===== config.mk =====
export PLATFORM = sky130hd
export DESIGN_NAME = ipm_regs
export DESIGN_NICKNAME = d
export VERILOG_FILES = /design/src/inc/ipm_pkg.sv /design/src/hw/ipm_idle_gate.sv /design/src/hw/ipm_regs.sv
export SDC_FILE = /design/constraint.sdc
export NUM_CORES = 1
export LEC_CHECK = 0
export ABC_AREA = 0
export BUFFER_PORTS_ARGS = -buffer_cell sky130_fd_sc_hd__buf_4
export CORE_UTILIZATION = 57
export CTS_CLUSTER_DIAMETER = 60
export DETAILED_ROUTE_END_ITERATION = 6
export GPL_TIMING_DRIVEN = 0
export PLACE_DENSITY_LB_ADDON = 0.25
export REMOVE_ABC_BUFFERS = 1
export SKIP_LAST_GASP = 1
export SLEW_MARGIN = 15
export SYNTH_ARGS = -nofsm -noshare
export SYNTH_HDL_FRONTEND = slang
export SYNTH_HIERARCHICAL = 1
export SYNTH_SLANG_ARGS = --single-unit

===== constraint.sdc =====
create_clock -name mclk -period 4.1 [get_ports mclk]
set_input_delay 0.205 -clock mclk [delete_from_list [all_inputs] [get_ports mclk]]
set_output_delay 0.205 -clock mclk [all_outputs]
set_load 0.02 [all_outputs]

===== src/inc/ipm_pkg.sv =====
package ipm_pkg;

    // configuration offsets
    localparam logic [7:0] OFS_WEIGHT     = 8'h68;
    localparam logic [7:0] OFS_IDLE_COUNT = 8'h6c;
    localparam logic [7:0] OFS_MSG_CTRL   = 8'h70;
    localparam logic [7:0] OFS_MSG_ADDR   = 8'h74;
    localparam logic [7:0] OFS_MSG_DATA   = 8'h78;
    localparam logic [7:0] OFS_IND_INDEX  = 8'h80;
    localparam logic [7:0] OFS_IND_DATA   = 8'h84;

    // reset values
    localparam logic [5:0]  RST_WEIGHT     = 6'h01;
    localparam logic [19:0] RST_IDLE_COUNT = 20'hfffff;
    localparam logic [31:0] RST_MSG_ADDR   = 32'h0000_0000;
    localparam logic [15:0] RST_MSG_DATA   = 16'h0000;
    localparam logic [8:0]  RST_IND_INDEX  = 9'h000;
    localparam logic [2:0]  RST_MSG_COUNT  = 3'h0;

    // idle count value that disables gating
    localparam logic [19:0] IDLE_GATE_OFF  = 20'hfffff;

    // fixed capability fields
    localparam logic [7:0]  CAP_ID         = 8'h05;
    localparam logic [7:0]  CAP_NEXT       = 8'h00;
    localparam logic [2:0]  GRANTED_COUNT  = 3'h0;
    localparam logic        ADDR64_CAP     = 1'b0;

    // field positions in the message control word
    localparam int          POS_MSG_EN     = 16;
    localparam int          POS_MSG_COUNT  = 17;
    localparam int          POS_GRANTED    = 20;
    localparam int          POS_ADDR64     = 23;

    // index field position
    localparam int          POS_INDEX      = 2;

    // full double-word byte enables
    localparam logic [3:0]  BE_FULL        = 4'hf;

    typedef enum logic [1:0] {
        ST_IDLE,
        ST_INDIRECT,
        ST_DONE
    } ipm_state_type;

endpackage


===== src/hw/ipm_idle_gate.sv =====
`timescale 1ns/1ps
module ipm_idle_gate (
    input  wire logic        mclk,
    input  wire logic        srst,
    input  wire logic [19:0] limit,
    input  wire logic        limit_load,
    input  wire logic        bus_activity,
    output logic             gated
);

    logic [19:0] quiet;

    // quiet cycles since the last activity or count load, held at the limit
    always_ff @(posedge mclk) begin
        if (srst || bus_activity || limit_load) begin
            quiet <= 20'h00000;
        end else if (quiet != limit) begin
            quiet <= quiet + 20'h00001;
        end
    end

    always_ff @(posedge mclk) begin
        if (srst || bus_activity || limit_load) begin
            gated <= 1'b0;
        end else if (limit != ipm_pkg::IDLE_GATE_OFF && quiet == limit) begin
            gated <= 1'b1;
        end
    end

    a_gate_never_off: assert property (@(posedge mclk) disable iff (srst)
        (limit == ipm_pkg::IDLE_GATE_OFF && !limit_load) |=> !gated)
        else $error("clock gated while gating disabled");

    a_activity_ungates: assert property (@(posedge mclk) disable iff (srst)
        bus_activity |=> !gated)
        else $error("activity did not restore clock");

    a_gate_on_limit: assert property (@(posedge mclk) disable iff (srst)
        (!gated && quiet == limit && limit != ipm_pkg::IDLE_GATE_OFF
         && !bus_activity && !limit_load) |=> gated)
        else $error("clock not gated at programmed count");

endmodule


===== src/hw/ipm_regs.sv =====
`timescale 1ns/1ps
// Notes on behaviour
// - idle counter is 20 bits counting quiet time
// - gate controller clock after programmed quiet count
// - any bus activity restores clock immediately
// - count resets all ones, disabling gating
// - count updated only by double-word write
// - count measured in controller clocks after transaction
// - capability identifier reads fixed 05h
// - next pointer reads fixed 00h
// - granted message count reads zero
// - 64-bit address bit reads zero
// - message count capability resets to zero
// - 32-bit message address register, reset zero
// - 16-bit message data register, reset zero
// - 6-bit weight resets 01h, upper bits zero
// - reserved bits ignore writes, read zero
// - index holds dword index bits 10:2
// - data register accesses indexed double-word
// - combined mode selects config or memory window
// - message count writable only when enabled
module ipm_regs (
    input  wire logic        mclk,
    input  wire logic        srst,
    input  wire logic        cfg_req,
    input  wire logic        cfg_write,
    input  wire logic [7:0]  cfg_addr,
    input  wire logic [3:0]  cfg_byte_en,
    input  wire logic [31:0] cfg_wdata,
    output logic [31:0]      cfg_rdata,
    output logic             cfg_done,
    input  wire logic        bus_activity,
    output logic             ctrl_clk_enable,
    input  wire logic        combined_mode,
    input  wire logic        index_data_pair_mem,
    input  wire logic        msg_count_write_en,
    output logic             ind_req,
    output logic             ind_write,
    output logic             ind_sata_memory_window,
    output logic [8:0]       ind_index,
    output logic [31:0]      ind_wdata,
    input  wire logic [31:0] ind_rdata,
    input  wire logic        ind_ack,
    input  wire logic        dev_irq,
    output logic             legacy_irq,
    output logic             msg_wr_req,
    output logic [31:0]      msg_wr_addr,
    output logic [31:0]      msg_wr_data,
    input  wire logic        msg_wr_ack,
    output logic [5:0]       irq_weight
);

    logic [19:0]            idle_count;
    logic                   message_interrupt_enable;
    logic [2:0]             msg_count_cap;
    logic [31:0]            msg_addr;
    logic [15:0]            msg_data;
    logic [8:0]             index_reg;
    logic                   gated;
    logic                   dev_irq_q;
    logic                   msg_pending;
    logic [31:0]            next_rdata;
    logic                   wr_hit;
    logic                   rd_ok;
    logic                   idle_load;
    ipm_pkg::ipm_state_type state;
    logic                   hold_write;
    logic [31:0]            hold_wdata;

    // byte-wise merge of a write into a word
    function automatic logic [31:0] merge(input logic [31:0] old,
                                          input logic [31:0] wdat,
                                          input logic [3:0]  be);
        logic [31:0] res;
        res = old;
        for (int i = 0; i < 4; i++) begin
            if (be[i]) begin
                res[i*8 +: 8] = wdat[i*8 +: 8];
            end
        end
        return res;
    endfunction

    assign rd_ok     = (state == ipm_pkg::ST_IDLE) && cfg_req;
    assign wr_hit    = rd_ok && cfg_write;
    assign idle_load = wr_hit && cfg_addr == ipm_pkg::OFS_IDLE_COUNT
                       && cfg_byte_en == ipm_pkg::BE_FULL;

    // request sequencing: indirect data goes out to the far space
    always_ff @(posedge mclk) begin
        if (srst) begin
            state <= ipm_pkg::ST_IDLE;
        end else begin
            case (state)
                ipm_pkg::ST_IDLE: begin
                    if (cfg_req && cfg_addr == ipm_pkg::OFS_IND_DATA) begin
                        state <= ipm_pkg::ST_INDIRECT;
                    end else if (cfg_req) begin
                        state <= ipm_pkg::ST_DONE;
                    end
                end
                ipm_pkg::ST_INDIRECT: begin
                    if (ind_ack) begin
                        state <= ipm_pkg::ST_DONE;
                    end
                end
                ipm_pkg::ST_DONE: begin
                    state <= ipm_pkg::ST_IDLE;
                end
                default: begin
                    state <= ipm_pkg::ST_IDLE;
                end
            endcase
        end
    end

    always_ff @(posedge mclk) begin
        if (srst) begin
            hold_write <= 1'b0;
            hold_wdata <= 32'h0000_0000;
        end else if (rd_ok) begin
            hold_write <= cfg_write;
            hold_wdata <= cfg_wdata;
        end
    end

    // indirect access port
    assign ind_req   = (state == ipm_pkg::ST_INDIRECT);
    assign ind_write = hold_write;
    assign ind_wdata = hold_wdata;
    assign ind_index = index_reg;
    assign ind_sata_memory_window = combined_mode && index_data_pair_mem;

    always_ff @(posedge mclk) begin
        if (srst) begin
            cfg_done <= 1'b0;
        end else begin
            cfg_done <= (state == ipm_pkg::ST_DONE);
        end
    end

    // read data mux
    always_comb begin
        next_rdata = 32'h0000_0000;
        if (cfg_addr == ipm_pkg::OFS_WEIGHT) begin
            next_rdata[5:0] = irq_weight;
        end else if (cfg_addr == ipm_pkg::OFS_IDLE_COUNT) begin
            next_rdata[19:0] = idle_count;
        end else if (cfg_addr == ipm_pkg::OFS_MSG_CTRL) begin
            next_rdata[7:0]   = ipm_pkg::CAP_ID;
            next_rdata[15:8]  = ipm_pkg::CAP_NEXT;
            next_rdata[ipm_pkg::POS_MSG_EN] = message_interrupt_enable;
            next_rdata[ipm_pkg::POS_MSG_COUNT +: 3] = msg_count_cap;
            next_rdata[ipm_pkg::POS_GRANTED +: 3]   = ipm_pkg::GRANTED_COUNT;
            next_rdata[ipm_pkg::POS_ADDR64]         = ipm_pkg::ADDR64_CAP;
        end else if (cfg_addr == ipm_pkg::OFS_MSG_ADDR) begin
            next_rdata = msg_addr;
        end else if (cfg_addr == ipm_pkg::OFS_MSG_DATA) begin
            next_rdata[15:0] = msg_data;
        end else if (cfg_addr == ipm_pkg::OFS_IND_INDEX) begin
            next_rdata[ipm_pkg::POS_INDEX +: 9] = index_reg;
        end
    end

    always_ff @(posedge mclk) begin
        if (srst) begin
            cfg_rdata <= 32'h0000_0000;
        end else if (state == ipm_pkg::ST_INDIRECT && ind_ack && !hold_write) begin
            cfg_rdata <= ind_rdata;
        end else if (rd_ok && !cfg_write) begin
            cfg_rdata <= next_rdata;
        end
    end

    // register writes
    always_ff @(posedge mclk) begin
        if (srst) begin
            irq_weight <= ipm_pkg::RST_WEIGHT;
        end else if (wr_hit && cfg_addr == ipm_pkg::OFS_WEIGHT && cfg_byte_en[0]) begin
            irq_weight <= cfg_wdata[5:0];
        end
    end

    always_ff @(posedge mclk) begin
        if (srst) begin
            idle_count <= ipm_pkg::RST_IDLE_COUNT;
        end else if (idle_load) begin
            idle_count <= cfg_wdata[19:0];
        end
    end

    always_ff @(posedge mclk) begin
        if (srst) begin
            message_interrupt_enable <= 1'b0;
            msg_count_cap            <= ipm_pkg::RST_MSG_COUNT;
        end else if (wr_hit && cfg_addr == ipm_pkg::OFS_MSG_CTRL && cfg_byte_en[2]) begin
            message_interrupt_enable <= cfg_wdata[ipm_pkg::POS_MSG_EN];
            if (msg_count_write_en) begin
                msg_count_cap <= cfg_wdata[ipm_pkg::POS_MSG_COUNT +: 3];
            end
        end
    end

    always_ff @(posedge mclk) begin
        if (srst) begin
            msg_addr <= ipm_pkg::RST_MSG_ADDR;
        end else if (wr_hit && cfg_addr == ipm_pkg::OFS_MSG_ADDR) begin
            msg_addr <= merge(msg_addr, cfg_wdata, cfg_byte_en);
        end
    end

    always_ff @(posedge mclk) begin
        if (srst) begin
            msg_data <= ipm_pkg::RST_MSG_DATA;
        end else if (wr_hit && cfg_addr == ipm_pkg::OFS_MSG_DATA) begin
            msg_data <= 16'(merge({16'h0000, msg_data}, cfg_wdata,
                                  cfg_byte_en));
        end
    end

    always_ff @(posedge mclk) begin
        if (srst) begin
            index_reg <= ipm_pkg::RST_IND_INDEX;
        end else if (wr_hit && cfg_addr == ipm_pkg::OFS_IND_INDEX) begin
            index_reg <= 9'(merge({21'h0, index_reg, 2'b00}, cfg_wdata,
                                  cfg_byte_en) >> ipm_pkg::POS_INDEX);
        end
    end

    // idle clock gating
    ipm_idle_gate u_idle_gate (
        .mclk         (mclk),
        .srst         (srst),
        .limit        (idle_count),
        .limit_load   (idle_load),
        .bus_activity (bus_activity),
        .gated        (gated)
    );

    assign ctrl_clk_enable = !gated || bus_activity;

    // interrupt delivery
    always_ff @(posedge mclk) begin
        if (srst) begin
            dev_irq_q  <= 1'b0;
            legacy_irq <= 1'b0;
        end else begin
            dev_irq_q  <= dev_irq;
            legacy_irq <= dev_irq && !message_interrupt_enable;
        end
    end

    // new edge wins over an acknowledge in the same cycle
    always_ff @(posedge mclk) begin
        if (srst) begin
            msg_pending <= 1'b0;
        end else if (dev_irq && !dev_irq_q && message_interrupt_enable) begin
            msg_pending <= 1'b1;
        end else if (msg_wr_ack) begin
            msg_pending <= 1'b0;
        end
    end

    always_ff @(posedge mclk) begin
        if (srst) begin
            msg_wr_addr <= 32'h0000_0000;
            msg_wr_data <= 32'h0000_0000;
        end else if (!msg_pending) begin
            msg_wr_addr <= msg_addr;
            msg_wr_data <= {16'h0000, msg_data};
        end
    end

    assign msg_wr_req = msg_pending;

    a_ctrl_fixed: assert property (@(posedge mclk) disable iff (srst)
        (rd_ok && !cfg_write && cfg_addr == ipm_pkg::OFS_MSG_CTRL)
        |=> cfg_rdata[15:0] == 16'h0005 && cfg_rdata[31:23] == 9'h000)
        else $error("capability fields wrong");

    a_granted_zero: assert property (@(posedge mclk) disable iff (srst)
        (rd_ok && !cfg_write && cfg_addr == ipm_pkg::OFS_MSG_CTRL)
        |=> cfg_rdata[22:20] == 3'h0)
        else $error("granted message count not zero");

    a_narrow_no_count: assert property (@(posedge mclk) disable iff (srst)
        (wr_hit && cfg_addr == ipm_pkg::OFS_IDLE_COUNT && cfg_byte_en != 4'hf)
        |=> $stable(idle_count))
        else $error("narrow write changed idle count");

    a_count_guard: assert property (@(posedge mclk) disable iff (srst)
        (!msg_count_write_en) |=> $stable(msg_count_cap))
        else $error("message count changed while locked");

    a_weight_high: assert property (@(posedge mclk) disable iff (srst)
        (rd_ok && !cfg_write && cfg_addr == ipm_pkg::OFS_WEIGHT)
        |=> cfg_rdata[31:6] == 26'h0000000)
        else $error("weight upper bits not zero");

    a_index_low: assert property (@(posedge mclk) disable iff (srst)
        (rd_ok && !cfg_write && cfg_addr == ipm_pkg::OFS_IND_INDEX)
        |=> cfg_rdata[1:0] == 2'b00 && cfg_rdata[10:2] == $past(index_reg))
        else $error("index read wrong");

    a_indirect_read: assert property (@(posedge mclk) disable iff (srst)
        (ind_req && ind_ack && !ind_write) |=> cfg_rdata == $past(ind_rdata) ##1 cfg_done)
        else $error("indirect read data lost");

    a_window_route: assert property (@(posedge mclk) disable iff (srst)
        ind_req |-> ind_sata_memory_window == (combined_mode && index_data_pair_mem))
        else $error("indirect route wrong");

    a_msg_edge: assert property (@(posedge mclk) disable iff (srst)
        (dev_irq && !dev_irq_q && message_interrupt_enable) |=> msg_wr_req)
        else $error("message write not raised");

    a_reserved_idle: assert property (@(posedge mclk) disable iff (srst)
        (rd_ok && !cfg_write && cfg_addr == ipm_pkg::OFS_IDLE_COUNT)
        |=> cfg_rdata[31:20] == 12'h000)
        else $error("reserved idle bits not zero");

    a_full_write: assert property (@(posedge mclk) disable iff (srst)
        idle_load |=> idle_count == $past(cfg_wdata[19:0]))
        else $error("double-word write did not load idle count");

    a_weight_write: assert property (@(posedge mclk) disable iff (srst)
        (wr_hit && cfg_addr == ipm_pkg::OFS_WEIGHT && cfg_byte_en[0])
        |=> irq_weight == $past(cfg_wdata[5:0]))
        else $error("weight write lost");

    a_ind_held: assert property (@(posedge mclk) disable iff (srst)
        (ind_req && !ind_ack) |=> ind_req)
        else $error("indirect request dropped before acknowledge");

    a_msg_held: assert property (@(posedge mclk) disable iff (srst)
        (msg_wr_req && !msg_wr_ack)
        |=> msg_wr_req && $stable(msg_wr_addr) && $stable(msg_wr_data))
        else $error("message write changed before acknowledge");

    a_legacy_masked: assert property (@(posedge mclk) disable iff (srst)
        message_interrupt_enable |=> !legacy_irq)
        else $error("legacy line raised while message interrupts enabled");

endmodule


==> metrics.txt <==
Worst setup EP type=flip-flop; worst vdd ir=0.378 mV; CTS Buffer Depth=3; most frequent cells in the layout=dfxtp_1 (226), buf_4 (219), nand2_1 (187); sequential share of the synthesized area=between 40 and 50%; Final Hold Vio Count=0; first-pass GRT wire length=between 40000 and 50000 um; Max Cap Violations=0; vias=9711; RSZ-0062 raised after global routing=no; Inserted Clock Buffers=24; post-detail-place hpwl=20200 um; CTS tree=yes; drt first pass iters=5; R2R Path End=cfg_rdata[22]; H-tree Lvls=1; CTS clock-pin slew for the worst setup and hold paths=approximately 0.060 ns; top cells by area, synth=dfxtp_1 (46%), mux2i_1 (7.5%), nand2_1 (7.0%); Ys Warns=6; largest net degree at the start of global routing=between 100 and 150; First DRT Iteration DRCs=a little under 1000; outcome=complete, no violations; Worst Setup Start Kind=flip-flop; Initial Utilization=59.2%; skew final=approximately 0.012 ns; Post-synth top flop=dfxtp_1; final setup vio count=0; Critical Path Fanout Max=15; post-route ant nets=0; Pwr per Cell Area=roughly 370 nW/um^2; minimum hold slack=around 0.0078 ns; RePlAce Congestion=~0.9; Worst-Skew Late Latency=about 0.52 ns; flops & latches, synth=between 200 and 250; Syn Area/Cell=~8.6 um^2; Min-Delay Path Depth=3; worst-margin pin slew=about 1.1 ns; DRC Markers=0; Overall Global Routing Usage=about a third; most common cell after layout, fill and taps aside=dfxtp_1; RR Startpoint=state[1]; Final Util=77.3%; Syn Inst Count=~1200; worst hold path class=primary input to flip-flop; layout net count=roughly 1500; Reg2Reg Depth=6; WL/cell=between 15 and 20 um; kind of critical path=flip-flop to flip-flop; gr ovfl total=0; Layout Cells excl Fill=approximately 1600; slew margin rel.=26.8%; P_leak=4.99 nW; R2R Setup Slk=~0.96 ns; die span in x=approximately 130 um; Syn-to-layout area delta=30.5%; fraction of layout cells with a size suffix above 1=21.4%; Vias/cell=approximately 6.0; min Tclk post-route=3.14 ns; Post-synth EDFFs=0; post-synth top area cell=dfxtp_1; diode count=0; Final Routed Wirelength=about 31000 um; max frequency=~0.32 GHz; die height=around 130 um; Post-Syn Area=between 9000 and 10000 um^2; Final Max Slew Viols=0; Core Area=16800 um^2; row cnt=47; Worst Path Required=around 4.5 ns; crit path DAT=3.58 ns; Inst Count DP=about 1500; IO buf count=220; CTS resizes=0; unique cell type count in the Yosys netlist=65; Pwr Total=4.85 mW; die area=about 18000 um^2; CTS sink count=227; Min-Delay Endpoint=cfg_rdata[14]; min-delay src=ind_rdata[14]; initial antenna violation count=0; async set or reset register ratio after synthesis=0%; number of I/O pins=about 240; Setup TNS=0 ns; vias in the first global route=around 9300; clock root buffer=clkbuf_16; post-synth top area share=45.6%; Final period util=76.6%
worst max path at each step:
| stage | slack [ns] | startpoint | endpoint | cells after the start |
|---|---|---|---|---|
| final | 0.96 | state[1] | cfg_rdata[22] | 6 |
| after global placement | -2.03 | state[1] | u_idle_gate/quiet[10] | 7 |
| after detailed placement | 1.09 | state[1] | cfg_rdata[22] | 6 |
| after CTS | 1.08 | state[1] | cfg_rdata[22] | 6 |
| after global routing | 0.88 | state[1] | cfg_rdata[24] | 6 |
| after floorplan | 0.12 | state[1] | u_idle_gate/quiet[10] | 7 |
worst max-delay path: stages (launching register included):
cell and delay, ns:
dfxtp_1 0.41, nor3b_4 0.55, buf_8 0.24, nand2b_1 0.43
nor2_1 1.00, a222oi_1 0.24, nor2_1 0.18
cell families (layout without fill, tap and decap cells):
family | count (synthesis) | after routing | share of synthesized area [%]
compound gates | 256 | 256 | 17.0
xor+xnor | 20 | 20 | 1.76
fa+ha+maj | 1 | 1 | 0.126
buf+inv | 113 | 334 | 5.39
flops | 227 | 227 | 45.6
mux | 75 | 75 | 7.53
other cells | 1 | 16 | 0.0376
simple gates | 462 | 462 | 22.5
routing by layer:
layer / vias up / routed length, um / track usage, %
met4: 0 / 1180 / 14.7
met5: - / 0 / 0
li1: 4468 / - / -
met2: 544 / 14700 / 56.5
met3: 97 / 2770 / 5.10
met1: 4602 / 12400 / 43.1
state kept, by name, indices dropped and copies added (netlist names), 9 cells and up:
signal and flops:
msg_data 16, msg_addr 32, ind_wdata 32, idle_count 20, cfg_rdata 32, u_idle_gate/quiet 20, ind_index 9, msg_wr_addr 32
msg_wr_data 16
per-stage QoR:
step / setup slack (ns) / area [um^2]
after floorplan: 0.120 / 9510
after global placement: -2.03 / 11400
after detailed placement: 1.09 / 11700
after CTS: 1.08 / 13000
after global routing: 0.879 / 13000
final: 0.958 / 13000
power by group:
part           leakage [nW]  internal, mW  switching (mW)  total (mW)
Combinational          2.76         0.172           0.236       0.408
Clock                 0.393          1.30           0.894        2.19
Sequential             1.84          2.23          0.0164        2.25
Total                  4.99          3.70            1.15        4.85
what timing repair did:
action,in CTS,in global routing
hold buffers,50,0
endpoints found under the setup margin,0,0
hold endpoints to repair,125,0
setup buffers,0,0
area by class of cell:
type / instances / area (um^2)
clock buffer: 34 / 689
clock inverter: 10 / 103
fill: 1153 / 3810
inverter: 7 / 26.3
multi-input combinational: 830 / 4980
sequential: 227 / 4550
tap: 220 / 275
timing repair buffer: 283 / 2390
cells in the mapped netlist (2+ instances only):
cell,count
o311ai_0,2
buf_6,2
a221oi_1,5
a2111oi_0,3
o2111ai_1,2
nand4_1,24
xnor2_1,20
buf_4,19
a2bb2oi_1,4
and4_1,2
or3_1,7
a31oi_1,8
nor3_2,2
nor2b_1,26
nor3_4,3
o211ai_1,4
inv_1,7
o21ai_0,17
nor3_1,12
o2bb2ai_1,13
nor4_1,2
a211oi_2,3
mux2i_1,75
clkbuf_1,57
nand3_1,47
buf_2,21
nand2_1,187
a22oi_1,13
a22o_1,2
nor2_1,101
a21oi_1,121
o22ai_1,4
dfxtp_1,227
buf_1,7
nand3b_1,4
and2_1,5
a211oi_1,4
a211o_1,28
a222oi_1,12
and3_1,4
nand2b_1,21
a221o_1,3
a21o_1,3
Power figures use the tool's default switching activity.
